==> src/rtl/qdac_pkg.sv <==
// Package for the quad DAC serial command unit: field layout, commands, structs
package qdac_pkg;

    // Word layout, MSB first
    localparam int WORD_BITS     = 16;
    localparam int CODE_BITS     = 10;
    localparam int CHANNELS      = 4;
    localparam int ADDR_HI_POS   = 15;
    localparam int ADDR_LO_POS   = 14;
    localparam int CMD_HI_POS    = 13;
    localparam int CMD_LO_POS    = 12;
    localparam int CODE_MSB_POS  = 11;
    localparam int CODE_LSB_POS  = 2;
    localparam int SUB_HI_POS    = 1;
    localparam int SUB_LO_POS    = 0;

    // Reset values and full-word bit count
    localparam logic [CODE_BITS-1:0] CODE_RESET = 10'h000;
    localparam logic                 MODE_RESET = 1'b0;
    localparam logic [4:0]           COUNT_FULL = 5'h10;

    // Settling time after wake, figure as printed, and cycle count at 100 MHz
    localparam int WAKE_SETTLE_US = 20;
    localparam int CLK_MHZ        = 100;
    localparam int WAKE_CYCLES    = WAKE_SETTLE_US * CLK_MHZ;

    // Four-bit address/control codes and two-bit control field codes
    localparam logic [3:0] CMD_NOP       = 4'h0;
    localparam logic [3:0] CMD_UPO_LOW   = 4'h2;
    localparam logic [3:0] CMD_RECALL    = 4'h4;
    localparam logic [3:0] CMD_UPO_HIGH  = 4'h6;
    localparam logic [3:0] CMD_LOAD_ALL  = 4'h8;
    localparam logic [3:0] CMD_MODE0     = 4'ha;
    localparam logic [3:0] CMD_SHUTDOWN  = 4'hc;
    localparam logic [3:0] CMD_MODE1     = 4'he;
    localparam logic [1:0] CTL_LOAD_IN   = 2'h1;
    localparam logic [1:0] CTL_LOAD_UPD  = 2'h3;

    // Decoded word
    typedef struct packed {
        logic [1:0]           channel;
        logic [1:0]           control;
        logic [CODE_BITS-1:0] code;
        logic [1:0]           sub;
    } qdac_word_t;

    // Converter register contents of all channels
    typedef struct packed {
        logic [CODE_BITS-1:0] ch_d;
        logic [CODE_BITS-1:0] ch_c;
        logic [CODE_BITS-1:0] ch_b;
        logic [CODE_BITS-1:0] ch_a;
    } qdac_codes_t;

endpackage : qdac_pkg

==> src/rtl/qdac_sync.sv <==
// Two-flop synchroniser for the serial pins
`timescale 1ns/1ps
module qdac_sync #(
    parameter int WIDTH = 3
) (
    input  wire logic             clk,    // System clock
    input  wire logic             arst_n, // Async reset, low active
    input  wire logic [WIDTH-1:0] rst_val,// Unused; reset always loads zero
    input  wire logic [WIDTH-1:0] d,      // Asynchronous inputs
    output logic      [WIDTH-1:0] q       // Synchronised outputs
);
    logic [WIDTH-1:0] meta_q;

    // Second flop is the only reader of the first
    always_ff @(posedge clk or negedge arst_n) begin
        if (!arst_n) begin
            meta_q <= '0;
            q      <= '0;
        end else begin
            meta_q <= d;
            q      <= meta_q;
        end
    end

    logic unused_rst_val;
    assign unused_rst_val = ^rst_val;

endmodule : qdac_sync

==> src/rtl/qdac_cmd_unit.sv <==
// Serial command front end of a quad 10-bit DAC, sampled on the system clock
// Summary of operation
// - One 16-bit shift register, in and out
// - Each channel: input then converter register
// - Word MSB first: addr, control, code, sub
// - Control 01 loads addressed input register only
// - Control 11 loads input, updates all converters
// - Code 0100 recalls converters, leaves shutdown
// - Code 1000 loads code into all converters
// - Code 1100 shuts down when lockout high
// - Lockout low blocks shutdown, keeps running
// - Codes 0010/0110 drive user output low/high
// - Code 0000 changes nothing
// - Code 1110 picks rising-edge out, updates converters
// - Clear zeroes registers and all outputs except outputs_settled
// - Interface shifts only while select low
// - Shutdown keeps interface and input registers
// - Recall or broadcast load ends shutdown
// - Shift register drives serial data output
// - Code 1010 picks falling-edge out, updates converters
// - Sample on rising clock, act on select rise
// - Output lags input 15.5 or 16 clocks
// - Power-up clears codes, output mode 0
`timescale 1ns/1ps
module qdac_cmd_unit (
    input  wire logic                clk,                // System clock, 100 MHz
    input  wire logic                arst_n,             // Power-on reset, low active
    input  wire logic                clear_all_n,        // Clear pin, low active
    input  wire logic                chip_select_n,      // Chip select pin, low active
    input  wire logic                serial_clk,         // Serial clock pin
    input  wire logic                serial_din,         // Serial data in pin
    input  wire logic                shutdown_lockout_n, // Shutdown lockout pin, low active
    output logic                     serial_dout,        // Serial data out
    output logic                     user_logic_out,     // User logic output
    output logic                     shutdown,           // Converters powered down
    output logic                     dout_mode,          // 0: falling edge, 1: rising edge
    output logic                     outputs_settled,    // Settle time elapsed since wake
    output qdac_pkg::qdac_codes_t    dac_codes           // Converter register contents
);

    // Synchronised pins
    logic [3:0] pins_s;
    logic       cs_n_s;
    logic       sclk_s;
    logic       din_s;
    logic       lock_n_s;

    qdac_sync #(.WIDTH(4)) u_sync (
        .clk     (clk),
        .arst_n  (arst_n),
        .rst_val (4'h0),
        .d       ({chip_select_n, serial_clk, serial_din, shutdown_lockout_n}),
        .q       (pins_s)
    );

    assign cs_n_s   = pins_s[3];
    assign sclk_s   = pins_s[2];
    assign din_s    = pins_s[1];
    assign lock_n_s = pins_s[0];

    // Clear pin, also synchronised (second stage only read)
    logic clr_meta_q;
    logic clr_n_q;
    always_ff @(posedge clk or negedge arst_n) begin
        if (!arst_n) begin
            clr_meta_q <= 1'b0;
            clr_n_q    <= 1'b0;
        end else begin
            clr_meta_q <= clear_all_n;
            clr_n_q    <= clr_meta_q;
        end
    end

    // Edge history
    logic sclk_prev_q;
    logic cs_prev_q;
    always_ff @(posedge clk or negedge arst_n) begin
        if (!arst_n) begin
            sclk_prev_q <= 1'b0;
            cs_prev_q   <= 1'b1;
        end else begin
            sclk_prev_q <= sclk_s;
            cs_prev_q   <= cs_n_s;
        end
    end

    // Edge decode; serial activity only with select low
    logic sclk_rise;
    logic sclk_fall;
    logic cs_rise;
    logic clearing;
    assign clearing  = !clr_n_q;
    assign sclk_rise = sclk_s && !sclk_prev_q && !cs_n_s;
    assign sclk_fall = !sclk_s && sclk_prev_q && !cs_n_s;
    assign cs_rise   = cs_n_s && !cs_prev_q;

    // Shift register and bit count
    logic [qdac_pkg::WORD_BITS-1:0] shift_q, shift_d;
    logic [4:0]                     count_q, count_d;

    assign shift_d = sclk_rise ? {shift_q[qdac_pkg::WORD_BITS-2:0], din_s} : shift_q;
    assign count_d = cs_rise ? 5'h00 :
                     (sclk_rise && count_q != qdac_pkg::COUNT_FULL) ? count_q + 5'h01 :
                     count_q;

    // Shift register process
    always_ff @(posedge clk or negedge arst_n) begin
        if (!arst_n) begin
            shift_q <= 16'h0000;
            count_q <= 5'h00;
        end else if (clearing) begin
            shift_q <= 16'h0000;
            count_q <= 5'h00;
        end else begin
            shift_q <= shift_d;
            count_q <= count_d;
        end
    end

    // Word fields
    qdac_pkg::qdac_word_t word;
    logic [3:0]           cmd;
    logic                 act;
    assign word = qdac_pkg::qdac_word_t'(shift_q);
    assign cmd  = {word.channel, word.control};
    assign act  = cs_rise && (count_q == qdac_pkg::COUNT_FULL);

    // Command decode
    logic load_in;
    logic upd_all;
    logic load_all;
    logic go_down;
    logic wake;
    assign load_in  = act && (word.control == qdac_pkg::CTL_LOAD_IN ||
                              word.control == qdac_pkg::CTL_LOAD_UPD);
    assign upd_all  = act && (word.control == qdac_pkg::CTL_LOAD_UPD ||
                              cmd == qdac_pkg::CMD_RECALL ||
                              cmd == qdac_pkg::CMD_MODE0 ||
                              cmd == qdac_pkg::CMD_MODE1);
    assign load_all = act && cmd == qdac_pkg::CMD_LOAD_ALL;
    assign go_down  = act && cmd == qdac_pkg::CMD_SHUTDOWN && lock_n_s;
    assign wake     = act && (cmd == qdac_pkg::CMD_RECALL ||
                              cmd == qdac_pkg::CMD_LOAD_ALL);

    // Input and converter register arrays
    logic [qdac_pkg::CODE_BITS-1:0] in_reg_q  [qdac_pkg::CHANNELS];
    logic [qdac_pkg::CODE_BITS-1:0] in_reg_d  [qdac_pkg::CHANNELS];
    logic [qdac_pkg::CODE_BITS-1:0] dac_reg_q [qdac_pkg::CHANNELS];
    logic [qdac_pkg::CODE_BITS-1:0] dac_reg_d [qdac_pkg::CHANNELS];

    // Next values per channel; converter update sees the freshly loaded input
    for (genvar i = 0; i < qdac_pkg::CHANNELS; i++) begin : g_ch
        assign in_reg_d[i]  = (load_in && word.channel == 2'(i)) ? word.code :
                              in_reg_q[i];
        assign dac_reg_d[i] = load_all ? word.code :
                              upd_all  ? in_reg_d[i] :
                              dac_reg_q[i];
    end

    // Channel register process; input registers survive shutdown
    always_ff @(posedge clk or negedge arst_n) begin
        if (!arst_n) begin
            for (int i = 0; i < qdac_pkg::CHANNELS; i++) begin
                in_reg_q[i]  <= qdac_pkg::CODE_RESET;
                dac_reg_q[i] <= qdac_pkg::CODE_RESET;
            end
        end else if (clearing) begin
            for (int i = 0; i < qdac_pkg::CHANNELS; i++) begin
                in_reg_q[i]  <= qdac_pkg::CODE_RESET;
                dac_reg_q[i] <= qdac_pkg::CODE_RESET;
            end
        end else begin
            for (int i = 0; i < qdac_pkg::CHANNELS; i++) begin
                in_reg_q[i]  <= in_reg_d[i];
                dac_reg_q[i] <= dac_reg_d[i];
            end
        end
    end

    // Mode, user output and shutdown state
    logic mode_d;
    logic upo_d;
    logic sd_d;
    logic lock_prev_q;
    assign mode_d = (act && cmd == qdac_pkg::CMD_MODE1) ? 1'b1 :
                    (act && cmd == qdac_pkg::CMD_MODE0) ? 1'b0 :
                    dout_mode;
    assign upo_d  = (act && cmd == qdac_pkg::CMD_UPO_HIGH) ? 1'b1 :
                    (act && cmd == qdac_pkg::CMD_UPO_LOW)  ? 1'b0 :
                    user_logic_out;
    assign sd_d   = go_down ? 1'b1 :
                    (wake || !lock_n_s) ? 1'b0 :
                    shutdown;

    // State flops
    always_ff @(posedge clk or negedge arst_n) begin
        if (!arst_n) begin
            dout_mode      <= qdac_pkg::MODE_RESET;
            user_logic_out <= 1'b0;
            shutdown       <= 1'b0;
            lock_prev_q    <= 1'b1;
        end else if (clearing) begin
            dout_mode      <= qdac_pkg::MODE_RESET;
            user_logic_out <= 1'b0;
            shutdown       <= 1'b0;
            lock_prev_q    <= lock_n_s;
        end else begin
            dout_mode      <= mode_d;
            user_logic_out <= upo_d;
            shutdown       <= sd_d;
            lock_prev_q    <= lock_n_s;
        end
    end

    // Serial output: mode 0 changes on falling edge, mode 1 on rising edge
    logic dout_d;
    logic out_edge;
    assign out_edge = dout_mode ? sclk_rise : sclk_fall;
    assign dout_d   = out_edge ? shift_q[qdac_pkg::WORD_BITS-1] : serial_dout;

    always_ff @(posedge clk or negedge arst_n) begin
        if (!arst_n) begin
            serial_dout <= 1'b0;
        end else if (clearing) begin
            serial_dout <= 1'b0;
        end else begin
            serial_dout <= dout_d;
        end
    end

    // Converter outputs, forced to zero in clear
    always_ff @(posedge clk or negedge arst_n) begin
        if (!arst_n) begin
            dac_codes <= '0;
        end else if (clearing) begin
            dac_codes <= '0;
        end else begin
            dac_codes <= {dac_reg_d[3], dac_reg_d[2], dac_reg_d[1], dac_reg_d[0]};
        end
    end

    // Settle counter after power-up or wake
    logic [11:0] settle_q;
    logic        settled_d;
    assign settled_d = !shutdown && (settle_q == 12'(qdac_pkg::WAKE_CYCLES - 1));
    always_ff @(posedge clk or negedge arst_n) begin
        if (!arst_n) begin
            settle_q        <= 12'h000;
            outputs_settled <= 1'b0;
        end else if (shutdown) begin
            settle_q        <= 12'h000;
            outputs_settled <= 1'b0;
        end else begin
            if (settle_q != 12'(qdac_pkg::WAKE_CYCLES - 1)) begin
                settle_q <= settle_q + 12'h001;
            end
            outputs_settled <= settled_d;
        end
    end

    logic unused_sub;
    assign unused_sub = ^word.sub ^ lock_prev_q;
endmodule : qdac_cmd_unit

==> config.mk <==
export PLATFORM = sky130hd
export DESIGN_NAME = qdac_cmd_unit
export DESIGN_NICKNAME = d
export VERILOG_FILES = /design/src/rtl/qdac_pkg.sv /design/src/rtl/qdac_sync.sv /design/src/rtl/qdac_cmd_unit.sv
export SDC_FILE = /design/constraint.sdc
export NUM_CORES = 1
export LEC_CHECK = 0
export CORE_ASPECT_RATIO = 0.7
export CORE_UTILIZATION = 35
export CTS_CLUSTER_DIAMETER = 120
export DETAILED_ROUTE_END_ITERATION = 6
export DONT_BUFFER_PORTS = 1
export GPL_ROUTABILITY_DRIVEN = 1
export SETUP_SLACK_MARGIN = 0.02
export SLEW_MARGIN = 20
export SYNTH_ARGS = -nofsm -noshare
export SYNTH_HDL_FRONTEND = slang
export SYNTH_SLANG_ARGS = --single-unit
==> constraint.sdc <==
create_clock -name clk -period 2.35 [get_ports clk]
set_input_delay 0.3525 -clock clk [delete_from_list [all_inputs] [get_ports clk]]
set_output_delay 0.3525 -clock clk [all_outputs]
set_load 0.01 [all_outputs]
==> impl_results.md, run 1 <==
- Run status: complete, but fails checks
- Failing checks: DRC, hold timing
- Die H: 107 um
- Cts bufs inserted: 17
- Cell Rows: 37
- Tmin final: 2.17 ns
- Top-count cell post-synth: dfrtp_1
- Final WL: 12.9 mm
- Ys Warns: 0
- Hold Buf Count CTS: 5
- Wire per inst: 18.5 um
- Finished Layout Cells: 699
- Pin count of the biggest net entering global routing: 131
- NetSw: 1.05 mW
- Clk buf depth: 2
- Via count: 3731
- Mapped Nets: 500
- I/O Buffers: 0
- Pwr dens: 790 nW/um^2
- Post-CTS setup buffers: 0
- Worst min-delay path category: in2async
- Die W: 152 um
- Vias in the first global route: 3736
- P_int: 4.01 mW
- Peak Freq: 461 MHz
- #FFs+latches synth: 130
- Fin. Hold Viols: 130
- Final hold slack: -0.371 ns
- Global-route wire length before repair: 21.3 mm
- Critical path launch point type: register
- Final setup TNS: 0 ns
- CP peak stage delay: 0.43 ns
- Comb pwr share: 1.4%
- Register Area: 3260 um^2
- Worst setup path category: reg2reg
- Slew @ Worst Pin: 0.576 ns
- Mapped cell area: 5510 um^2
- Clock power frac: 53.9%
- Vias/cell: 5.34
- Worst-path clk slew: 0.06 ns
- Total track usage: 17.3%
- Number of synthesized flops with an enable pin: 0
- Multi-input logic area: 2110 um^2
- Clock Sinks: 130
- Maximum vdd drop: 0.000423 V
- ANT cells: 0
- DR pass1 iterations: 6
- Routability cong.: 0.774
- Die footprint: 16200 um^2
- Seq/Total Area, Yosys: 59.1%
- Commonest cells in the netlist: dfrtp_1 (129), nand2_1 (92), mux2i_1 (43), nor2b_1 (43), o221ai_1 (40)
- Unrepaired setup endpoints after global routing: no
- H-tree Lvls: 4
- Max cap viols: 0
- Slew Limit Fails: 0
- Final setup viols: 0
- Leakage Power: 2.65 nW
- Sw frac: 20.7%
- DRC: 8
- Starting Density: 36.6%
- Reg2Reg Depth: 8
- Setup crit end kind: register
- Sequential share of power: 44.7%
- DRT antenna net count: 0
- Top-area cell type share of the netlist area: 58.6%
- IO Count: 52
- Synth cell types: 40
- Synth async-reset ratio: 100%
- GRT overflow: 0
- Final worst-path cycle share: 92.2%
- DP Cell Count: 662
- Clk Latency, worst-skew pair: 0.42 ns
- Syn_area_per_cell: 11.2 um^2
- DR iter-0 viols: 345
- Crit Path Max Fanout: 10
- Slowest cell on the critical path: dfrtp_1
- Gate Count Post-Synth: 490
- Area delta synth->final: 16.3%
- Clock Skew: 0.0136 ns
- CTS root buf: clkbuf_16
- Top post-synthesis cells by area: dfrtp_1 (59%), mux2i_1 (7.8%), o221ai_1 (6.4%), nand2_1 (6.3%), nor2b_1 (4.9%)
- CTS tree: built
- Layout cell share with drive strength beyond 1: 10.1%
- Top FF cell, synth: dfrtp_1
- Fillers: 1366
- Relative slew slack: 61.6%
- Core ar.: 15000 um^2
- Synth area leader: dfrtp_1
- Initial antenna violation count: 0
- WP data required: 2.62 ns
- CP Cell Sequence: inv_1 -> ha_1 -> nand4bb_1 -> buf_4 -> nor4_2 -> buf_6 -> mux2i_1 -> o221ai_1
- Final #Nets: 501
- CP arrival: 2.44 ns
- Hpwl dp: 8.09 mm
[timing repair]
action	CTS	global route
endpoints found under the setup margin	0	5
endpoints found under the hold margin	135	130
gates resized for setup	0	1
[cells by family (layout without fill, tap and decap cells)]
family | after synthesis | in the layout | share of synthesized area (%)
and+or+nand+nor | 192 | 192 | 17.2
DFF | 130 | 130 | 59.1
AOI/OAI and AO/OA | 76 | 76 | 10.7
muxes | 43 | 43 | 7.82
buffers and inverters | 36 | 50 | 2.91
xor gates and xnor gates | 10 | 10 | 1.59
adders and majority gates | 3 | 3 | 0.682
[registers in the layout (all words and copies together) (netlist names), 4 cells and up]
name and cells:
count_q 5, in_reg_q 40, u_sync.q 4, dac_codes 4
settle_q 12, u_sync.meta_q 4, shift_q 16, dac_reg_q 36
[cells in the final DEF, fill, tap and decap left out, types with 4 or more instances in the layout]
master	count
o221ai_1	40
dlygate4sd3_1	5
nand3_1	5
xnor2_1	7
a21boi_0	16
dfrtp_1	128
clkinvlp_4	4
a21oi_1	8
buf_4	5
nor3_1	4
nor2b_1	43
nor4_1	4
nand2_1	92
nand2b_1	4
clkbuf_16	17
nand4_1	4
o21ai_0	4
inv_1	4
nor2_1	16
mux2i_1	43
[power by group through the flow]
stage | clock, mW | combinational [mW] | sequential (mW)
4_1_cts | 2.78 | 0.0691 | 2.26
5_1_grt | 2.88 | 0.0740 | 2.26
3_5_place_dp | 0 | 0.0619 | 2.30
3_3_place_gp | 0 | 0.0621 | 2.30
2_1_floorplan | 0 | 0.0486 | 2.30
6_report | 2.73 | 0.0689 | 2.26
[routing by layer]
layer,part of all wire [%],up-vias,track usage [%]
met3,8.6,12,7.36
met2,41,93,22.9
met1,50,1899,25.0
met5,0,-,0
li1,-,1727,-
met4,1.0,0,5.39
[worst max-delay path: cells and delay by family (launching register included)]
| kind | cells | cell delay (ns) |
|---|---|---|
| AND/OR/NAND/NOR | 2 | 0.45 |
| flip-flops | 1 | 0.43 |
| adder cells (fa/ha/maj) | 1 | 0.14 |
| buffers and inverters | 3 | 0.56 |
| AO/OA/AOI/OAI | 1 | 0.17 |
| multiplexers | 1 | 0.28 |
[per-stage QoR]
step	power (mW)	worst slack (ns)	utilization [%]	instance area, um^2
after detailed placement	2.36	0.183	38.1	5730
after global routing	5.21	0.0318	42.5	6400
final	5.05	0.182	42.5	6400
after floorplan	2.35	0.554	-	5510
after CTS	5.11	0.141	42.5	6400
after global placement	2.36	0.204	38.1	5730
[final cells by class]
cell class	count	area share (%)
well taps	195	3.81
inverters	4	0.235
multi-input cells	324	33.0
repair buffers	14	2.48
clock buffers	20	7.13
flip-flops and latches	130	50.9
clock inverters	12	2.44
[path summary, 6_finish.rpt]
check | startpoint | endpoint | slack, ns
worst max-delay path | count_q[0] | dac_reg_q[10] | 0.18
worst min-delay path | arst_n | in_reg_q[16] | -0.37
worst max register to register | count_q[0] | dac_reg_q[10] | 0.18
worst min register to register | clr_meta_q | clr_n_q | 0.35
max in group asynchronous | arst_n | cs_prev_q | 2.48
min in group clk | clr_meta_q | clr_n_q | 0.35
Note: power is estimated with default switching activity, not from simulation.
==> run 2, diff against run 1 <==
Settings changed: BUFFER_PORTS_ARGS set to -buffer_cell sky130_fd_sc_hd__clkbuf_2, DONT_BUFFER_PORTS 1 to unset.
==> run 2 against run 1 <==
Compared with the run above: the flow finishes with violations (DRC); register-to-register slack gained 0.05 ns; first-iteration DRC count shrank 12%; sequential power about the same; critical path type unchanged; combinational power is 76% higher; design area rose by 4.7%; routed wire length rose by 3.1%; non-clock buffer count rose by 52; largest power group unchanged; core utilization grew 2.0 points; worst setup slack better by 0.049 ns; hold slack better by 0.41 ns; via count up 4.8%.
==> impl_results.md, run 2 (synthesized netlist as in run 1, its figures left out) <==
- Core ar.: 15000 um^2 (unchanged)
- Die H: 107 um (unchanged)
- Initial antenna violation count: 0 (unchanged)
- CP peak stage delay: 0.57 ns (+0.14 ns)
- Critical path launch point type: register
- Failing checks: DRC
- Area after DPL: 6040 um^2 (+5.4%)
- CP Cell Sequence: inv_1 -> ha_1 -> nand4bb_1 -> buf_4 -> nor4_4 -> nand2_1 -> o221ai_1
- Hold path depth: 1
- Area delta synth->final: 21.8%
- Relative slew slack: 52.3% (-9.3 points)
- Maximum vdd drop: 0.000395 V (-6.5%)
- Run status: complete, but fails checks
- Crit Path Max Fanout: 10 (unchanged)
- Vias/cell: 5.21 (-2.3%)
- Cts bufs inserted: 17 (unchanged)
- Slew @ Worst Pin: 0.712 ns (+0.136 ns)
- Clk buf depth: 2 (unchanged)
- Final worst-path cycle share: 90.2% (-2.1 points)
- Resize count post-CTS: 0 (unchanged)
- Reg2Reg Depth: 7 (-1)
- Routability cong.: 0.771 (-0.48%)
- Wire per inst: 17.8 um (-3.9%)
- Worst min-delay path category: in2reg
- CTS tree: built
- Global-route wire length before repair: 21.9 mm (+2.8%)
- Worst setup margin: 0.231 ns (+0.0485 ns)
- WP data required: 2.68 ns (+0.06 ns)
- Die W: 152 um (unchanged)
- Commonest non-fill, non-tap cell in the layout: dfrtp_1
- Layout cell share with drive strength beyond 1: 19.1% (+9.0 points)
- IO Count: 52 (unchanged)
- Starting Density: 36.6% (unchanged)
- Largest regs: in_reg_q (40), dac_reg_q (36), shift_q (16)
- I/O Buffers: 51 (+51)
- Final #Nets: 553 (+10%)
- Vias in the first global route: 3896 (+4.3%)
- Slowest cell on the critical path: nor4_4
- Hold_sp: shutdown_lockout_n
- Fillers: 1334 (-2.3%)
- Peak Freq: 472 MHz (+2.3%)
- DRT antenna net count: 0 (unchanged)
- Placement Setup Slack: 0.253 ns (+0.0695 ns)
- DRC: 8 (unchanged)
- CP arrival: 2.45 ns (about the same)
- Die footprint: 16200 um^2 (unchanged)
- Clock Skew: 0.00806 ns (-0.00551 ns)
- Final setup TNS: 0 ns (unchanged)
- Clock Sinks: 130 (unchanged)
- Worst-path clk slew: 0.06 ns (about the same)
- Most frequent cells in the layout: dfrtp_1 (128), nand2_1 (92), clkbuf_2 (50)
- Biggest register: in_reg_q
- Post-route design area: 6700 um^2 (+4.7%)
- Worst r2r src: count_q[0]
- Unrepaired setup endpoints after global routing: no
- GRT overflow: 0 (unchanged)
- Final setup viols: 0 (unchanged)
- DR iter-0 viols: 304 (-12%)
- Hpwl dp: 8.47 mm (+4.7%)
- Tmin final: 2.12 ns (-0.0485 ns)
- Clk Latency, worst-skew pair: 0.42 ns (about the same)
- Leakage Power: 2.93 nW (+10%)
- Max cap viols: 0 (unchanged)
- Fin. Hold Viols: 0 (-100%)
- Hold Path End: u_sync.meta_q[0]
- Total track usage: 17.6% (+0.31 points)
- H-tree Lvls: 4 (unchanged)
- Setup crit end kind: register
- Worst setup path category: reg2reg
- Via count: 3911 (+4.8%)
- DR pass1 iterations: 7 (+1)
- CTS root buf: clkbuf_16
- Worst R2R End: dac_reg_q[0]
- ANT cells: 0 (unchanged)
- Pwr dens: 791 nW/um^2 (+0.17%)
- Slew Limit Fails: 0 (unchanged)
- Cell Rows: 37 (unchanged)
- Final WL: 13.3 mm (+3.1%)
- Reg2reg setup slack: 0.23 ns (+0.05 ns)
- Pin count of the biggest net entering global routing: 103 (-21%)
- Max reg flops: 40 (unchanged)
run 2: changes by cell type in the layout (fill, tap and decap cells not counted), sizes merged:
cell,change
inv,-1
bufinv,+2
buf,+6
clkinvlp,-2
clkbuf,+51
clkinv,-1
dlygate4sd3,-4
run 2: what timing repair did:
action,4_1_cts,5_1_grt
hold endpoints to repair,28,0
setup buffers,0,0
hold buffers,1,0
run 2: where the power goes:
group | switching, mW | internal, mW | total (mW) | leakage [nW]
logic | 0.0848 | 0.0359 | 0.121 | 0.838
registers | 0.00754 | 2.25 | 2.26 | 1.77
clock network | 0.966 | 1.95 | 2.92 | 0.315
run 2: worst max path at each step:
stage                           from       endpoint  slack (ns)  depth (start not counted)
final                     count_q[0]   dac_reg_q[0]        0.23                          7
after global routing      count_q[0]   dac_reg_q[5]        0.09                          7
after CTS                 count_q[0]   dac_reg_q[0]        0.23                          7
after detailed placement  count_q[0]  dac_reg_q[10]        0.25                          7
after global placement    count_q[0]  dac_reg_q[17]        0.32                          8
after floorplan           count_q[0]   dac_codes[9]        0.55                          7
run 2: layout make-up:
class	instances	area [um^2]	share of cell area [%]
clock buffer	21	470	7.02
inverter	4	15.0	0.224
multi-input combinational	324	2110	31.5
timing repair buffer	66	423	6.31
clock inverter	10	180	2.69
tap	195	244	3.64
sequential	130	3260	48.6
run 2: stage by stage:
step	hold WS [ns]	cells	power (mW)	util, %
floorplan	0.0569	490	2.35	-
global placement	0.334	718	2.42	40.2
detailed placement	0.335	718	2.42	40.2
CTS	0.0299	750	5.33	44.5
global route	0.0227	750	5.44	44.5
finish	0.0392	750	5.30	44.5
run 2: routing by layer:
layer | GRT usage, % | share of wire, %
met1 | 27.2 | 53
met2 | 23.7 | 41
met3 | 4.69 | 5.2
met4 | 4.81 | 0.97
met5 | 0 | 0
run 2: critical path: cells and delay by family (launching register included):
kind            cells  cell delay, ns
fa+ha+maj           1            0.15
simple gates        3            1.05
flops               1            0.41
compound gates      1            0.14
buf+inv             2            0.27
==> run 3, diff against run 2 <==
Settings changed: CORE_UTILIZATION 35 to 55, PLACE_DENSITY set to 0.75.
==> run 3 against run 2 <==
Compared with the run above: the flow now finishes without violations; global-route usage grew 8.5 points; maximum frequency increased by 3.3%; worst setup slack improved by 0.068 ns; sequential share of layout area grew 1.4 points; final cell count shrank 9.2%; highest routed layer unchanged.
==> impl_results.md, run 3 (synthesized netlist as in run 1, its figures left out) <==
- I/O Buffers: 51 (unchanged)
- Hpwl dp: 7.86 mm (-7.2%)
- Met1 GRT Util: 39.5% (+12 points)
- Area delta synth->final: 18.4%
- Routability cong.: 0.824 (+6.9%)
- Clock Skew: 0.00821 ns (+0.000150 ns)
- Most frequent cells in the layout: dfrtp_1 (128), nand2_1 (92), clkbuf_2 (50)
- Largest regs: in_reg_q (40), dac_reg_q (36), shift_q (16)
- Relative slew slack: 58.2% (+5.9 points)
- Worst min-delay path category: in2reg
- Final setup viols: 0 (unchanged)
- DR iter-0 viols: 334 (+9.9%)
- Wire per inst: 18.1 um (+1.9%)
- Final worst-path cycle share: 87.3% (-2.9 points)
- Run status: complete, no violations
- Clk buf depth: 2 (unchanged)
- Commonest non-fill, non-tap cell in the layout: dfrtp_1
- Leakage Power: 2.89 nW (-1.3%)
- Worst setup path category: reg2reg
- Core ar.: 9720 um^2 (-35%)
- Global-route wire length before repair: 20.3 mm (-7.3%)
- Total track usage: 26.1% (+8.5 points)
- DRC: 0 (-8)
- Pwr dens: 754 nW/um^2 (-4.7%)
- Unrepaired setup endpoints after global routing: no
- Cts bufs inserted: 17 (unchanged)
- CP peak stage delay: 0.40 ns (-0.17 ns)
- Die W: 122 um (-20%)
- Worst setup margin: 0.299 ns (+0.0680 ns)
- CP Cell Sequence: inv_1 -> ha_1 -> nand4bb_1 -> buf_4 -> nor4_2 -> buf_4 -> mux2i_1 -> o221ai_1
- CP most frequent cell: buf_4
- Final #Nets: 551 (-0.36%)
- Setup crit end kind: register
- Peak Freq: 488 MHz (+3.3%)
- Starting Density: 56.6% (+20 points)
- Worst-path clk slew: 0.06 ns (about the same)
- Slew @ Worst Pin: 0.627 ns (-0.0855 ns)
- Maximum vdd drop: 0.000581 V (+47%)
- Max reg flops: 40 (unchanged)
- H-tree Lvls: 4 (unchanged)
- Final setup TNS: 0 ns (unchanged)
- GRT overflow: 0 (unchanged)
- Via count: 3960 (+1.3%)
- Gr busiest metal: met1
- Multi-input logic area: 2110 um^2 (unchanged)
- Layout cell share with drive strength beyond 1: 18.4% (-0.65 points)
- Die footprint: 10400 um^2 (-36%)
- DRT antenna net count: 0 (unchanged)
- Pin count of the biggest net entering global routing: 74 (-28%)
- Fillers: 717 (-46%)
- Die H: 85.7 um (-20%)
- Critical path launch point type: register
- Slowest cell on the critical path: dfrtp_1
- Register Area: 3260 um^2 (unchanged)
- ANT cells: 0 (unchanged)
- Fin. Hold Viols: 0 (unchanged)
- Cell Rows: 30 (-19%)
- GR Util met3: 9.24% (+4.6 points)
- Placement Setup Slack: 0.311 ns (+0.0583 ns)
- Clock Sinks: 130 (unchanged)
- IO Count: 52 (unchanged)
- WP data required: 2.62 ns (-0.06 ns)
- Max cap viols: 0 (unchanged)
- Initial antenna violation count: 0 (unchanged)
- Tmin final: 2.05 ns (-0.0680 ns)
- Vias/cell: 5.81 (+12%)
- CTS tree: built
- Slew Limit Fails: 0 (unchanged)
- Biggest register: in_reg_q
- DR pass1 iterations: 4 (-3)
- Final WL: 12.3 mm (-7.5%)
- CTS root buf: clkbuf_16
- Crit Path Max Fanout: 11 (+1)
- Vias in the first global route: 3884 (-0.31%)
- CP arrival: 2.32 ns (-0.13 ns)
- Clk Latency, worst-skew pair: 0.41 ns (about the same)
- GR Util met2: 35.4% (+12 points)
==> run 3: cell count changes in the layout (fill, tap and decap cells not counted) <==
cell and delta:
buf_12 -1, buf_4 -1, clkbuf_8 +4, clkbuf_1 +2, bufinv_16 -4, clkinvlp_4 -2
==> run 3: through the flow <==
step                      cells  instance area (um^2)  power [mW]  util (%)  hold slack (ns)
after floorplan             490                  5510        2.35         -           0.0569
after global placement      649                  5930        2.41      61.0            0.305
after detailed placement    649                  5930        2.42      61.0            0.302
after CTS                   681                  6520        4.94      67.1           0.0353
after global routing        681                  6520        5.07      67.1           0.0296
final                       681                  6520        4.92      67.1           0.0482
==> run 3: final timing paths <==
path | startpoint | end | slack, ns | depth (start not counted)
setup / recovery | count_q[1] | dac_reg_q[14] | 0.30 | 8
hold / removal | chip_select_n | u_sync.meta_q[3] | 0.05 | 1
setup reg to reg | count_q[1] | dac_reg_q[14] | 0.30 | 8
hold reg to reg | u_sync.meta_q[0] | u_sync.q[0] | 0.34 | 0
max in group asynchronous | arst_n | cs_prev_q | 1.19 | 3
min in group asynchronous | arst_n | dout_mode | 0.41 | 2
==> run 3: cell type report <==
class	instances	share of cell area, %
sequential	130	49.9
multi-input combinational	324	32.4
clock buffer	27	8.18
timing repair buffer	64	6.07
tap	128	2.46
clock inverter	4	0.691
inverter	4	0.230
==> run 3: per-layer routing <==
metal | vias to the layer above | routed length (um)
li1 | 1825 | -
met1 | 1989 | 6080
met2 | 135 | 5270
met3 | 11 | 897
met4 | 0 | 99
met5 | - | 0
==> run 3: report_power, final <==
part	switching (mW)	internal (mW)
combinational	0.0806	0.0326
sequential	0.00828	2.25
clock	0.899	1.64
==> run 3: worst max-delay path, delay by kind of cell (launching register included) <==
family                     cells  cell delay [ns]
AOI/OAI and AO/OA              1             0.17
muxes                          1             0.31
and+or+nand+nor                2             0.32
buffers and inverters          3             0.57
adders and majority gates      1             0.15
DFF                            1             0.40
==> run 3: what timing repair did <==
action	in CTS	in global routing
resized for setup	0	0
endpoints found under the hold margin	27	0
hold buffers	1	0
setup buffers	0	0
